$ cat src/rtl/pia_pkg.sv
/*
 Package for the prioritized interrupt arbiter: register offsets, field
 positions, reset values and vector numbering.
 Assumes a single 200 MHz system clock and a plain register port.
*/
package pia_pkg;
	localparam int PIA_NUM_VEC = 32;
	localparam int PIA_FIRST_SRC = 4;
	localparam int PIA_LAST_SRC = 26;
	localparam int PIA_EMPTY_SRC = 22;
	localparam int PIA_LVL_W = 3;
	localparam int PIA_VEC_W = 5;
	localparam int PIA_ADDR_W = 8;
	localparam int PIA_DATA_W = 16;
	localparam logic [7:0] PIA_OFS_PROT = 8'h00;
	localparam logic [7:0] PIA_OFS_BASE_LO = 8'h02;
	localparam logic [7:0] PIA_OFS_BASE_HI = 8'h04;
	localparam logic [7:0] PIA_OFS_STATUS = 8'h06;
	localparam logic [7:0] PIA_OFS_LVL0 = 8'h10;
	localparam logic [15:0] PIA_PROT_KEY = 16'h0096;
	localparam logic [15:0] PIA_PROT_RST = 16'h0000;
	localparam logic [23:0] PIA_BASE_RST = 24'h008000;
	localparam int PIA_BASE_LO_POS = 8;
	localparam int PIA_LVL_HI_POS = 8;
	localparam int PIA_VEC_SHIFT = 2;
	localparam logic [2:0] PIA_LVL_RST = 3'h0;
endpackage

$ cat src/rtl/pia_arbiter.sv
/*
 Prioritized interrupt arbiter top: level settings, protected vector
 table base, and the winning request presented to the processor.
 Assumes peripheral request lines are synchronous levels (flag and enable).
*/
`timescale 1ns/100ps
`default_nettype none
// Summary of operation
// - Fixed vector; address is base plus 4*vector
// - Vectors 0-3, 22 and 27-31 have no source
// - Vector base resets to 0x8000
// - Base low eight bits always zero
// - Base writable only after key 0x0096
// - Three-bit level per source, 7 highest
// - All levels reset to zero
// - Present request, level and vector
// - Highest level wins
// - Equal level: smallest vector wins
// - Losers stay pending and compete later
// - Higher arrival replaces presented request
// - Cleared peripheral flag withdraws request
// - Non-maskable request line stays low
module pia_arbiter
	import pia_pkg::*;
(
	input wire logic sys_clk_in,
	input wire logic rst_in,
	input wire logic [PIA_NUM_VEC-1:0] src_req_in,
	input wire logic [PIA_ADDR_W-1:0] reg_addr_in,
	input wire logic [PIA_DATA_W-1:0] reg_wdata_in,
	input wire logic reg_wr_in,
	input wire logic reg_rd_in,
	output logic [PIA_DATA_W-1:0] reg_rdata_out,
	output logic irq_req_out,
	output logic [PIA_LVL_W-1:0] irq_level_out,
	output logic [PIA_VEC_W-1:0] irq_vector_out,
	output logic [23:0] irq_vec_addr_out,
	output logic nmi_req_out
);
	localparam logic [PIA_NUM_VEC-1:0] SRC_MASK = 32'h07bffff0;

	typedef struct packed {
		logic [15:0] prot;
		logic [23:8] base;
		logic [PIA_DATA_W-1:0] rdata;
		logic [2:0] rsel;
	} pia_top_s;

	localparam logic [2:0] RS_NONE = 3'h0;
	localparam logic [2:0] RS_PROT = 3'h1;
	localparam logic [2:0] RS_LO = 3'h2;
	localparam logic [2:0] RS_HI = 3'h3;
	localparam logic [2:0] RS_STAT = 3'h4;
	localparam logic [2:0] RS_LVL = 3'h5;

	pia_top_s st_r, st_nxt;
	logic [PIA_NUM_VEC*3-1:0] lvl_all;
	logic [PIA_NUM_VEC*3/2-1:0] lvl_even;
	logic [PIA_NUM_VEC*3/2-1:0] lvl_odd;
	logic [2:0] even_rdata;
	logic [2:0] odd_rdata;
	logic [PIA_NUM_VEC-1:0] req_live;
	logic win_any;
	logic [2:0] win_lvl;
	logic [4:0] win_vec;
	logic lvl_hit;
	logic [4:0] lvl_idx;
	logic lvl_wr;
	logic [7:0] lvl_ofs;

	// Two levels per half-word register, low vector in bits 2:0
	always_comb
	begin
		lvl_ofs = reg_addr_in - PIA_OFS_LVL0;
		lvl_hit = reg_addr_in >= PIA_OFS_LVL0 && lvl_ofs < 8'h20 && !reg_addr_in[0];
		lvl_idx = {1'b0, lvl_ofs[4:1]};
	end
	assign lvl_wr = reg_wr_in && lvl_hit;

	// No latching here: a cleared flag drops its request the same cycle
	assign req_live = src_req_in & SRC_MASK;

	pia_pick u_pick (
		.req_in(req_live),
		.lvl_in(lvl_all),
		.any_out(win_any),
		.lvl_out(win_lvl),
		.vec_out(win_vec)
	);

	// One store per field, so one register write sets both halves at once
	pia_level_mem #(
		.DEPTH(PIA_NUM_VEC / 2)
	) u_lvl_even (
		.sys_clk_in(sys_clk_in),
		.rst_in(rst_in),
		.wr_in(lvl_wr),
		.waddr_in(lvl_idx),
		.wdata_in(reg_wdata_in[PIA_LVL_W-1:0]),
		.raddr_in(lvl_idx),
		.rdata_out(even_rdata),
		.all_out(lvl_even)
	);

	pia_level_mem #(
		.DEPTH(PIA_NUM_VEC / 2)
	) u_lvl_odd (
		.sys_clk_in(sys_clk_in),
		.rst_in(rst_in),
		.wr_in(lvl_wr),
		.waddr_in(lvl_idx),
		.wdata_in(reg_wdata_in[PIA_LVL_HI_POS +: PIA_LVL_W]),
		.raddr_in(lvl_idx),
		.rdata_out(odd_rdata),
		.all_out(lvl_odd)
	);

	// Interleave both stores back into per-vector order
	for (genvar g = 0; g < PIA_NUM_VEC / 2; g++)
	begin : g_lvl_pair
		assign lvl_all[g*6 +: 3] = lvl_even[g*3 +: 3];
		assign lvl_all[g*6+3 +: 3] = lvl_odd[g*3 +: 3];
	end

	always_comb
	begin
		st_nxt = st_r;
		st_nxt.rsel = RS_NONE;
		if (reg_wr_in)
		begin
			case (reg_addr_in)
				PIA_OFS_PROT: st_nxt.prot = reg_wdata_in;
				PIA_OFS_BASE_LO:
				begin
					if (st_r.prot == PIA_PROT_KEY)
						st_nxt.base[15:8] = reg_wdata_in[15:PIA_BASE_LO_POS];
				end
				PIA_OFS_BASE_HI:
				begin
					if (st_r.prot == PIA_PROT_KEY)
						st_nxt.base[23:16] = reg_wdata_in[7:0];
				end
				default: ;
			endcase
		end
		if (reg_rd_in)
		begin
			case (reg_addr_in)
				PIA_OFS_PROT: st_nxt.rsel = RS_PROT;
				PIA_OFS_BASE_LO: st_nxt.rsel = RS_LO;
				PIA_OFS_BASE_HI: st_nxt.rsel = RS_HI;
				PIA_OFS_STATUS: st_nxt.rsel = RS_STAT;
				default: st_nxt.rsel = lvl_hit ? RS_LVL : RS_NONE;
			endcase
		end
		case (st_nxt.rsel)
			RS_PROT: st_nxt.rdata = st_r.prot;
			RS_LO: st_nxt.rdata = {st_r.base[15:8], 8'h00};
			RS_HI: st_nxt.rdata = {8'h00, st_r.base[23:16]};
			RS_STAT: st_nxt.rdata = {win_any, 4'h0, win_lvl, 3'h0, win_vec};
			default: st_nxt.rdata = 16'h0000;
		endcase
	end

	always_ff @(posedge sys_clk_in or posedge rst_in)
	begin
		if (rst_in)
		begin
			st_r.prot <= PIA_PROT_RST;
			st_r.base <= PIA_BASE_RST[23:8];
			st_r.rdata <= 16'h0000;
			st_r.rsel <= RS_NONE;
		end
		else
			st_r <= st_nxt;
	end

	// Level read data arrive from the memory register in the same cycle
	always_comb
	begin
		reg_rdata_out = st_r.rdata;
		if (st_r.rsel == RS_LVL)
			reg_rdata_out = {5'h00, odd_rdata, 5'h00, even_rdata};
	end

	// Presented outputs follow the live winner every cycle; a level-zero
	// winner is still shown but the processor will not take it
	assign irq_req_out = win_any;
	assign irq_level_out = win_lvl;
	assign irq_vector_out = win_vec;
	assign irq_vec_addr_out = {st_r.base, 8'h00} + {17'h0, win_vec, 2'b00};
	assign nmi_req_out = 1'b0;
endmodule // pia_arbiter
`default_nettype wire

$ cat src/rtl/pia_level_mem.sv
/*
 Small memory of per-vector level settings with registered read data.
 Assumes one clock; writes and reads come from the register port.
*/
`timescale 1ns/100ps
`default_nettype none
module pia_level_mem
	import pia_pkg::*;
#(
	parameter int DEPTH = PIA_NUM_VEC
)(
	input wire logic sys_clk_in,
	input wire logic rst_in,
	input wire logic wr_in,
	input wire logic [4:0] waddr_in,
	input wire logic [2:0] wdata_in,
	input wire logic [4:0] raddr_in,
	output logic [2:0] rdata_out,
	output logic [DEPTH*3-1:0] all_out
);
	// Elaboration-time refusal of depths the 5-bit address cannot serve
	if (DEPTH < 1 || DEPTH > PIA_NUM_VEC)
	begin : g_bad_depth
		$error("pia_level_mem: depth out of range");
	end
	typedef struct packed {
		logic [DEPTH-1:0][2:0] lvl;
		logic [2:0] rd;
	} pia_mem_s;
	pia_mem_s st_r, st_nxt;
	always_comb
	begin
		st_nxt = st_r;
		if (wr_in && 32'(waddr_in) < DEPTH)
			st_nxt.lvl[waddr_in] = wdata_in;
		st_nxt.rd = (32'(raddr_in) < DEPTH) ? st_r.lvl[raddr_in] : 3'h0;
	end
	always_ff @(posedge sys_clk_in or posedge rst_in)
	begin
		if (rst_in)
			st_r <= '0;
		else
			st_r <= st_nxt;
	end
	assign rdata_out = st_r.rd;
	assign all_out = st_r.lvl;
endmodule // pia_level_mem
`default_nettype wire

$ cat src/rtl/pia_pick.sv
/*
 Combinational winner search over level-tagged requests.
 Assumes levels are held stable by the caller's registers.
*/
`timescale 1ns/100ps
`default_nettype none
module pia_pick
	import pia_pkg::*;
(
	input wire logic [PIA_NUM_VEC-1:0] req_in,
	input wire logic [PIA_NUM_VEC*3-1:0] lvl_in,
	output logic any_out,
	output logic [2:0] lvl_out,
	output logic [4:0] vec_out
);
	always_comb
	begin
		any_out = 1'b0;
		lvl_out = 3'h0;
		vec_out = 5'h00;
		// Walking up, only a strictly higher level displaces: low vector wins ties
		for (int i = 0; i < PIA_NUM_VEC; i++)
		begin
			if (req_in[i] && (!any_out || lvl_in[i*3 +: 3] > lvl_out))
			begin
				any_out = 1'b1;
				lvl_out = lvl_in[i*3 +: 3];
				vec_out = 5'(i);
			end
		end
	end
endmodule // pia_pick
`default_nettype wire

$ cat config.mk
export PLATFORM = sky130hd
export DESIGN_NAME = pia_arbiter
export DESIGN_NICKNAME = d
export VERILOG_FILES = /design/src/rtl/pia_pkg.sv /design/src/rtl/pia_arbiter.sv /design/src/rtl/pia_level_mem.sv /design/src/rtl/pia_pick.sv
export SDC_FILE = /design/constraint.sdc
export NUM_CORES = 1
export LEC_CHECK = 0
export BUFFER_PORTS_ARGS = -buffer_cell sky130_fd_sc_hd__buf_2
export CORE_MARGIN = 2
export CORE_UTILIZATION = 25
export CTS_CLUSTER_SIZE = 12
export DETAILED_ROUTE_END_ITERATION = 10
export PLACE_DENSITY = 0.49
export SLEW_MARGIN = 30
export SYNTH_ARGS = -nofsm -noshare
export SYNTH_HDL_FRONTEND = slang
export SYNTH_SLANG_ARGS = --single-unit
$ cat constraint.sdc
create_clock -name sys_clk_in -period 54.9 [get_ports sys_clk_in]
set_input_delay 8.235 -clock sys_clk_in [delete_from_list [all_inputs] [get_ports sys_clk_in]]
set_output_delay 8.235 -clock sys_clk_in [all_outputs]
set_load 0.03 [all_outputs]
==> results by group, run 1 <==
Die
  – Row count: 74
  – IO Count: 110
  – Die width: a little over 200 um
  – Initial Util: 25.3%
  – Die height: slightly above 200 um
  – Area of the die: approximately 43,000 um^2
  – Core area: approximately 41,000 um^2

Global route
  – Initial antenna violation count: 0
  – Pin count of the biggest net entering global routing: 90
  – Via count of the first global-routing pass: approximately 8k
  – Global-route wire length before repair: approximately 48,000 um
  – Overall routing resource usage: about 14%
  – Gr ovfl total: 0

Clock network
  – Root Buffer Master: clkbuf_16
  – Deepest clock path buffer count: 2
  – Clock Sinks: approximately 150
  – Htree depth: 4
  – Clock-pin slew on the worst setup and hold paths: 0.06 ns
  – Worst-Skew Late Latency: approximately 0.43 ns
  – TritonCTS clock tree: yes
  – CTS Buf Count: 17

Layout
  – # nets final: around 1.2k
  – Share of layout cells above drive strength 1: 32.9%
  – Diode count: 0
  – Most frequent cells in the layout: dfrtp_1 (152), mux2_2 (124), buf_2 (94), nand2_1 (77), inv_1 (61)
  – Leading cell type in the layout, fill and taps excluded: dfrtp_1
  – Share of the core filled with cells: between 20 and 30%
  – Layout area overhead: 14.3%

Placement
  – Post-DP HPWL: between 20,000 and 25,000 um
  – Port buffer count: 95
  – GPL Wtd Cong: 0.870

Worst setup path
  – CP max stage cell: o21ai_1
  – Crit-path max cell delay: around 0.56 ns
  – Critical path arrival: 43.22 ns
  – CP endpoint kind: output port
  – Crit start category: input pin
  – Crit Path Class: in2out
  – Worst-path fanout max: 12
  – Cell repeated most along the worst path: a21oi_1
  – Worst EP required: between 40 and 50 ns

Routing
  – Via count: about 8.0k
  – Post-route ant nets: 0
  – First DRT Iteration DRCs: between 500 and 600
  – Via density per instance: 5.00
  – Mean routed wirelength per cell: between 15 and 20 um
  – Number of remaining DRC errors: 0
  – DRT Pass-1 Iters: 5
  – Routed wire length: 30,600 um

Synthesis
  – Number of synthesized flops with an enable pin: 0
  – Ys async rst share: 100%
  – Cell Area, Synth: 10,400 um^2
  – Yosys reg bits: roughly 150
  – Mean post-synth cell area: between 10 and 15 um^2
  – Synth Instances: 983
  – Yosys Warn Count: 0
  – Sequential element share of the synthesized area: approximately 37%
  – Post-synthesis cell type count: roughly 100
  – Most used DFF post-synth: dfrtp_1

Power
  – Lkg Pwr: 0.00549 uW
  – Pwr Total: about 500 uW
  – PwrDens: 42.3 nW/um^2
  – Max IR drop VDD: 0.0364 mV

Timing
  – RSZ-0062 raised after global routing: false
  – Total negative setup slack: 0 ns
  – Clock skew: approximately 0.017 ns
  – Final setup vio count: 0
  – Rel. slew slack: 40.2%
  – Max Clk Rate: 19.4 MHz
  – Final hold vios: 0
  – Worst-margin pin slew: slightly below 0.9 ns
  – Minimum clock period: a little over 50 ns
  – Fin crit share: 93.7%
  – Slew Limit Fails: 0

Outcome
  – Status: complete, no violations

Min path
  – Worst Hold Class: reg2reg

Job
  – Max Cap Viol: 0
## cells by family (layout without fill, tap and decap cells)
logic type / after synthesis / in the layout / synth area share, %
and+or+nand+nor: 264 / 264 / 13.2
adders and majority gates: 52 / 52 / 6.20
buffers and inverters: 117 / 194 / 5.31
AOI/OAI and AO/OA: 234 / 234 / 17.3
xor gates and xnor gates: 1 / 1 / 0.0845
DFF: 153 / 153 / 36.9
muxes: 161 / 161 / 20.9
other: 1 / 4 / 0.0362
## layer usage
metal	part of all wire [%]	vias up	GRT usage, %	wire length (um)
met5	0	-	0	0
li1	-	3771	-	-
met2	49	146	24.2	15000
met3	3.0	18	1.66	906
met1	47	4041	19.7	14300
met4	1.3	0	3.37	408
## metrics by stage
stage               cells  instance area, um^2  hold slack [ns]  setup slack (ns)
floorplan             986                10400            0.474              8.96
detailed placement   1563                11300            0.491              2.82
finish               1595                11900            0.505              3.44
global route         1595                11900            0.515            0.0526
CTS                  1595                11800            0.505              2.69
global placement     1563                11200            0.483              3.07
## cell usage after synthesis (5+ instances only)
| library cell | instances | area, um^2 |
|---|---|---|
| a211oi_1 | 6 | 45.0 |
| a21boi_0 | 5 | 37.5 |
| a21o_1 | 5 | 37.5 |
| a21oi_1 | 42 | 210 |
| a21oi_2 | 6 | 52.6 |
| a22o_1 | 10 | 87.6 |
| a22oi_1 | 11 | 82.6 |
| a31oi_1 | 10 | 62.6 |
| and2_1 | 19 | 119 |
| buf_1 | 6 | 22.5 |
| buf_2 | 5 | 25.0 |
| buf_4 | 26 | 195 |
| clkbuf_1 | 16 | 60.1 |
| dfrtp_1 | 152 | 3800 |
| ha_1 | 49 | 613 |
| inv_1 | 62 | 233 |
| mux2_2 | 124 | 1400 |
| mux4_2 | 30 | 676 |
| nand2_1 | 77 | 289 |
| nand2b_1 | 9 | 56.3 |
| nand3_1 | 20 | 100 |
| nand3b_1 | 6 | 45.0 |
| nand4_1 | 6 | 37.5 |
| nor2_1 | 53 | 199 |
| nor2b_1 | 12 | 75.1 |
| nor3_1 | 19 | 95.1 |
| nor4_1 | 5 | 31.3 |
| o211ai_1 | 9 | 67.6 |
| o21a_1 | 8 | 60.1 |
| o21ai_0 | 43 | 215 |
| o21ai_1 | 9 | 45.0 |
| o31ai_1 | 7 | 52.6 |
| or3_1 | 5 | 31.3 |
## worst paths after layout
| check | from | endpoint | slack [ns] | cells past startpoint |
|---|---|---|---|---|
| setup / recovery | src_req_in[4] | irq_level_out[2] | 3.44 | 163 |
| hold / removal | u_lvl_odd.all_out[3] | u_lvl_odd.all_out[3] | 0.50 | 1 |
| setup reg to reg | u_lvl_even.all_out[7] | st_r[13] | 19.80 | 163 |
| hold reg to reg | u_lvl_odd.all_out[3] | u_lvl_odd.all_out[3] | 0.50 | 1 |
| max in group asynchronous | rst_in | u_lvl_odd.all_out[40] | 45.57 | 3 |
| min in group asynchronous | rst_in | st_r[31] | 7.97 | 2 |
## sequential cells by signal (all words and copies together) (netlist names)
name	flops
u_lvl_odd.all_out	48
u_lvl_even.rdata_out	3
u_lvl_even.all_out	48
u_lvl_odd.rdata_out	3
st_r	51
## worst max-delay path: cells and delay by family
kind | cells | cell delay, ns
adders and majority gates | 24 | 6.52
buffers and inverters | 9 | 1.07
and+or+nand+nor | 38 | 6.56
muxes | 3 | 1.09
AOI/OAI and AO/OA | 89 | 19.67
## where the power goes
| group | internal [uW] | switching (uW) | leakage, uW |
|---|---|---|---|
| clock | 60.8 | 54.7 | 0.000278 |
| combinational | 101 | 160 | 0.00318 |
| sequential | 119 | 6.32 | 0.00203 |
| total | 281 | 221 | 0.00549 |
## cell type report
cell class	instances	area, um^2
multi-input cells	716	6030
repair buffers	99	508
fillers	4283	29100
clock inverters	14	153
well taps	532	666
inverters	63	241
clock buffers	18	429
flip-flops and latches	153	3830
## repair_timing
item                       CTS  global route
resized for setup            0             2
buffers inserted             0             0
hold buffers                 0             0
setup endpoints to repair    0            13
No activity file was read; power rests on OpenSTA's default activity.
==> inputs of run 2 (changes only) <==
Settings changed: CAP_MARGIN from default to 20, PLACE_DENSITY 0.49 to 0.48, SYNTH_HIERARCHICAL from default to 1.
==> results by group, run 2 <==
Outcome
  – Status: complete, no violations

Synthesis
  – Number of synthesized flops with an enable pin: 0 (unchanged)
  – Synth area leader: dfrtp_1
  – Most used DFF post-synth: dfrtp_1
  – Post-synthesis cell type count: 82 (-20%)
  – Cell Area, Synth: 11,800 um^2 (+14%)
  – Post-synth top area share: 32.2% (-4.5 points)
  – Mean post-synth cell area: 9.91 um^2 (-6.1%)
  – Synth cell count leaders: dfrtp_1 (152), mux2_2 (142), inv_1 (98), nand2_1 (95), a21oi_1 (79)
  – Ys async rst share: 100% (unchanged)
  – Yosys reg bits: 153 (unchanged)
  – Top area cells in the synthesized netlist: dfrtp_1 (32%), mux2_2 (14%), ha_1 (7.6%), a21oi_1 (3.3%), inv_1 (3.1%)
  – Yosys Warn Count: 6 (+6)
  – Synth Instances: 1,192 (+21%)
  – Most frequent cell after synthesis: dfrtp_1
  – Sequential element share of the synthesized area: 32.4% (-4.5 points)

Worst setup path
  – Crit Path Class: in2out
  – Critical path arrival: 43.79 ns (+0.57 ns)
  – CP max stage cell: o31ai_4
  – Worst EP required: 46.67 ns (about the same)
  – Cell repeated most along the worst path: a21oi_1
  – Crit-path max cell delay: 0.51 ns (-0.05 ns)
  – CP endpoint kind: output port
  – Crit start category: input pin
  – Worst-path fanout max: 10 (-2)

Layout
  – Share of layout cells above drive strength 1: 26.6% (-6.3 points)
  – Layout area overhead: 16.4%
  – Leading cell type in the layout, fill and taps excluded: dfrtp_1
  – Largest reg by FF count: st_r
  – Most frequent cells in the layout: dfrtp_1 (152), mux2_2 (142), inv_1 (95), nand2_1 (95), buf_2 (95)
  – Share of the core filled with cells: 29.5% (+0.56 points)
  – # nets final: 1,452 (+25%)
  – # fillers: 4,855 (+13%)
  – Max reg flops: 51 (unchanged)

Routing
  – Via density per instance: 5.07 (+1.3%)
  – Number of remaining DRC errors: 0 (unchanged)
  – Routed wire length: 38,600 um (+26%)
  – First DRT Iteration DRCs: 853 (+67%)
  – DRT Pass-1 Iters: 5 (unchanged)
  – Via count: 9,846 (+23%)
  – Mean routed wirelength per cell: 19.8 um (+3.3%)
  – Post-route ant nets: 0 (unchanged)

Clock network
  – CTS Buf Count: 17 (unchanged)
  – Deepest clock path buffer count: 2 (unchanged)
  – TritonCTS clock tree: yes
  – Clock Sinks: 153 (unchanged)
  – Clock-pin slew on the worst setup and hold paths: 0.07 ns (about the same)
  – Worst-Skew Late Latency: 0.44 ns (about the same)
  – Htree depth: 4 (unchanged)
  – Cts hold-fix bufs: 0 (unchanged)
  – Root Buffer Master: clkbuf_16
  – Post-CTS Setup Bufs: 0 (unchanged)

Timing
  – Worst-margin pin slew: 1.00 ns (+0.107 ns)
  – Worst Slack Setup Final: 2.88 ns (-0.565 ns)
  – Fin crit share: 94.8% (+1.0 points)
  – Clock skew: 0.0177 ns (+0.000869 ns)
  – Minimum clock period: 52.02 ns (+0.565 ns)
  – Final setup vio count: 0 (unchanged)
  – Rel. slew slack: 32.4% (-7.9 points)
  – Final hold vios: 0 (unchanged)
  – Slew Limit Fails: 0 (unchanged)
  – Max Clk Rate: 19.2 MHz (-1.1%)

Global route
  – Pin count of the biggest net entering global routing: 52 (-42%)
  – Gr ovfl total: 0 (unchanged)
  – Global-route wire length before repair: 58,800 um (+22%)
  – Overall routing resource usage: 15.6% (+1.2 points)
  – Via count of the first global-routing pass: 9,487 (+18%)
  – Initial antenna violation count: 5 (+5)

Placement
  – Port buffer count: 95 (unchanged)
  – GPL Wtd Cong: 0.860 (-1.2%)
  – Pre-CTS setup slack: 1.20 ns (-1.62 ns)
  – Post-DP HPWL: 29,800 um (+26%)

Die
  – Row count: 79 (+6.8%)
  – Die width: 221 um (+6.6%)
  – Die height: 221 um (+6.6%)
  – Initial Util: 25.4% (+0.032 points)
  – Core area: 46,600 um^2 (+14%)
  – Area of the die: 49,000 um^2 (+14%)
  – IO Count: 110 (unchanged)

Min path
  – Worst Hold Class: reg2reg

Job
  – Max Cap Viol: 0 (unchanged)
-- run 2: cell types whose count changed after synthesis, moves of 11 or more --
cell     previous run  this run
a21oi_1            42        79
and3_1              4        19
ha_1               49        72
inv_1              62        98
mux2_2            124       142
mux2i_1             4        17
mux4_1              0        12
mux4_2             30        16
nand2_1            77        95
nor2b_1            12        23
-- run 2: layer usage --
layer  vias to the layer above  track usage (%)  wire (um)
met3                        38             2.64       2080
met4                         4             3.98        731
met1                      4879             21.5      17800
met5                         -                0         32
li1                       4633                -          -
met2                       292             25.2      17900
-- run 2: worst paths after layout --
check	start	slack, ns	cells after the start	endpoint
worst max-delay path	src_req_in[4]	2.88	177	irq_level_out[0]
worst min-delay path	st_r[19]	0.53	1	st_r[19]
worst max register to register	u_lvl_even/all_out[7]	19.17	171	st_r[7]
worst min register to register	st_r[19]	0.53	1	st_r[19]
max in group asynchronous	rst_in	46.38	3	u_lvl_odd/all_out[40]
min in group asynchronous	rst_in	7.91	2	st_r[37]
-- run 2: kinds of logic (layout without fill, tap and decap cells) --
| logic type | after synthesis | in the layout | synth area share, % |
|---|---|---|---|
| and+or+nand+nor | 319 | 319 | 14.5 |
| buffers and inverters | 147 | 238 | 6.00 |
| AOI/OAI and AO/OA | 293 | 293 | 16.6 |
| adders and majority gates | 81 | 81 | 8.39 |
| DFF | 153 | 153 | 32.4 |
| xor gates and xnor gates | 1 | 1 | 0.0742 |
| muxes | 197 | 197 | 22.0 |
| other | 1 | 54 | 0.0318 |
-- run 2: area by class of cell --
class                           instances  area, um^2  area share [%]
Sequential cell                       153        3830            27.9
Antenna cell                            3        7.51          0.0546
Inverter                               98         370            2.69
Clock inverter                         15         203            1.47
Clock buffer                           17         425            3.10
Multi-Input combinational cell        942        7570            55.1
Timing Repair Buffer                  108         573            4.17
Tap cell                              607         759            5.53
-- run 2: repair_timing --
item	CTS	global route
resized for setup	0	17
endpoints found under the hold margin	0	0
endpoints found under the setup margin	0	12
-- run 2: through the flow --
stage	cells	hold WS (ns)	TNS, ns	area, um^2
floorplan	1242	0.480	0	12000
global placement	1908	0.509	0	13000
detailed placement	1908	0.514	0	13000
CTS	1940	0.531	0	13600
global route	1940	0.543	-0.0391	13700
finish	1943	0.532	0	13700
-- run 2: worst max-delay path: cells and delay by family --
| family | cells | cell delay (ns) |
|---|---|---|
| multiplexers | 7 | 2.54 |
| AO/OA/AOI/OAI | 97 | 18.20 |
| buffers and inverters | 14 | 1.72 |
| adder cells (fa/ha/maj) | 27 | 8.34 |
| AND/OR/NAND/NOR | 32 | 4.71 |
Power of run 2 is left out: the tool's default activity adds up to more than one toggle a clock period on the data nets, which glitch-free logic cannot reach.
==> inputs of run 3 (changes only) <==
Settings changed: CORE_ASPECT_RATIO from default to 0.9.
==> results by group, run 3 (synthesis gave the netlist of run 2 again) <==
Clock network
  – Cts hold-fix bufs: 0 (unchanged)
  – Worst-Skew Late Latency: 0.43 ns (about the same)
  – TritonCTS clock tree: yes
  – Clock-pin slew on the worst setup and hold paths: 0.07 ns (about the same)
  – Htree depth: 4 (unchanged)
  – Clock Sinks: 153 (unchanged)
  – Deepest clock path buffer count: 2 (unchanged)
  – CTS Buf Count: 17 (unchanged)
  – Root Buffer Master: clkbuf_16

Layout
  – Diode count: 0 (-3)
  – Most frequent cells in the layout: dfrtp_1 (152), mux2_2 (142), nand2_1 (95), buf_2 (95), inv_1 (94)
  – # nets final: 1,472 (+1.4%)
  – Largest reg by FF count: st_r
  – Layout area overhead: 16.9%
  – Multi-input gate area: 7540 um^2 (-0.41%)
  – FF+latch area: 3830 um^2 (unchanged)
  – Final Cell Area: 13,800 um^2 (+0.43%)
  – Share of layout cells above drive strength 1: 27.2% (+0.57 points)
  – # fillers: 4,856 (+0.021%)
  – Leading cell type in the layout, fill and taps excluded: dfrtp_1
  – Max reg flops: 51 (unchanged)

Routing
  – Post-route ant nets: 0 (unchanged)
  – Via count: 9,769 (-0.78%)
  – Routed wire length: 38,700 um (+0.43%)
  – Mean routed wirelength per cell: 19.7 um (-0.90%)
  – DRT Pass-1 Iters: 6 (+1)
  – Number of remaining DRC errors: 0 (unchanged)
  – Via density per instance: 4.96 (-2.1%)
  – First DRT Iteration DRCs: 679 (-20%)

Worst setup path
  – CP max stage cell: a211oi_1
  – Crit start category: input pin
  – Reg2reg path depth: 185 (+8.2%)
  – Crit Path Class: in2out
  – Cell repeated most along the worst path: a21oi_1
  – Worst R2R End: st_r[11]
  – Worst EP required: 46.67 ns (about the same)
  – Register-to-register setup slack: 19.00 ns (-0.17 ns)
  – Reg-to-reg startpoint: u_lvl_even/all_out[6]
  – CP endpoint kind: output port
  – Crit-path max cell delay: 0.47 ns (-0.04 ns)
  – Critical path arrival: 43.94 ns (+0.15 ns)
  – Worst-path fanout max: 10 (unchanged)

Timing
  – Max Clk Rate: 19.2 MHz (-0.30%)
  – Fin crit share: 95.0% (+0.29 points)
  – Clock skew: 0.0136 ns (-0.00404 ns)
  – Slew Limit Fails: 0 (unchanged)
  – Rel. slew slack: 29.1% (-3.3 points)
  – Minimum clock period: 52.18 ns (+0.157 ns)
  – Final setup vio count: 0 (unchanged)
  – Final hold vios: 0 (unchanged)
  – Worst-margin pin slew: 1.05 ns (+0.0491 ns)

Die
  – IO Count: 110 (unchanged)
  – Initial Util: 25.3% (-0.045 points)
  – Row count: 75 (-5.1%)
  – Area of the die: 49,000 um^2 (about the same)
  – Die width: 233 um (+5.3%)
  – Die height: 210 um (-5.0%)
  – Core area: 46,600 um^2 (+0.18%)

Job
  – Max Cap Viol: 0 (unchanged)

Global route
  – Initial antenna violation count: 0 (-5)
  – Gr ovfl total: 0 (unchanged)
  – Pin count of the biggest net entering global routing: 52 (unchanged)
  – Overall routing resource usage: 15.9% (+0.32 points)
  – Via count of the first global-routing pass: 9,584 (+1.0%)
  – Global-route wire length before repair: 59,200 um (+0.70%)

Placement
  – GPL Wtd Cong: 0.887 (+3.2%)
  – Post-DP HPWL: 30,400 um (+2.2%)
  – Port buffer count: 95 (unchanged)
  – Dpl cell area: 13,200 um^2 (+1.2%)

Min path
  – Worst Hold Class: reg2reg
  – Worst Hold Path Cells: 1 (unchanged)
  – WHS Endpoint: st_r[10]
  – Beginning of the worst hold path: st_r[34]

Outcome
  – Status: complete, no violations
[run 3: changes by cell type in the layout (fill, tap and decap cells not counted), sizes merged]
cell | before | now
bufinv | 1 | 0
clkinvlp | 0 | 1
clkinv | 8 | 5
diode | 3 | 0
clkbuf | 17 | 18
buf | 108 | 128
inv | 104 | 106
[run 3: timing repair]
item / 4_1_cts / 5_1_grt
endpoints found under the hold margin: 0 / 0
resized for setup: 0 / 12
setup endpoints to repair: 0 / 12
setup buffers: 0 / 1
[run 3: final cells by class]
class                           count  share of cell area [%]
Clock buffer                       18                    3.11
Multi-Input combinational cell    942                    54.7
Inverter                           98                    2.68
Clock inverter                     14                   0.979
Timing Repair Buffer              128                    5.24
Tap cell                          616                    5.58
Sequential cell                   153                    27.7
[run 3: routing by layer]
metal	up-vias	GRT usage, %	wire length (um)
li1	4676	-	-
met1	4841	22.5	18400
met2	212	25.1	17900
met3	40	2.15	1630
met4	0	4.83	795
met5	-	0	0
[run 3: stage by stage]
step | utilization (%) | cells | setup TNS, ns | hold WS (ns) | worst slack [ns]
floorplan | - | 1242 | 0 | 0.480 | 6.35
global placement | 28.2 | 1936 | 0 | 0.514 | 1.98
detailed placement | 28.2 | 1936 | 0 | 0.517 | 2.07
CTS | 29.4 | 1968 | 0 | 0.533 | 1.91
global route | 29.6 | 1969 | -0.0707 | 0.555 | -0.0429
finish | 29.6 | 1969 | 0 | 0.533 | 2.72
[run 3: worst max-delay path, delay by kind of cell]
family	cells	cell delay, ns
muxes	6	2.07
buffers and inverters	19	2.48
AOI/OAI and AO/OA	96	17.81
adders and majority gates	27	8.19
and+or+nand+nor	35	5.12
[run 3: worst max-delay path by stage]
stage / start / depth (start not counted) / to / slack (ns)
after global routing: src_req_in[4] / 187 / irq_level_out[1] / -0.04
after CTS: src_req_in[4] / 183 / irq_level_out[0] / 1.91
after global placement: src_req_in[4] / 180 / irq_level_out[0] / 1.98
after detailed placement: src_req_in[4] / 183 / irq_level_out[0] / 2.07
after floorplan: src_req_in[4] / 169 / irq_level_out[0] / 6.35
final: src_req_in[4] / 183 / irq_level_out[0] / 2.72
Power of run 3 is left out for the same reason.
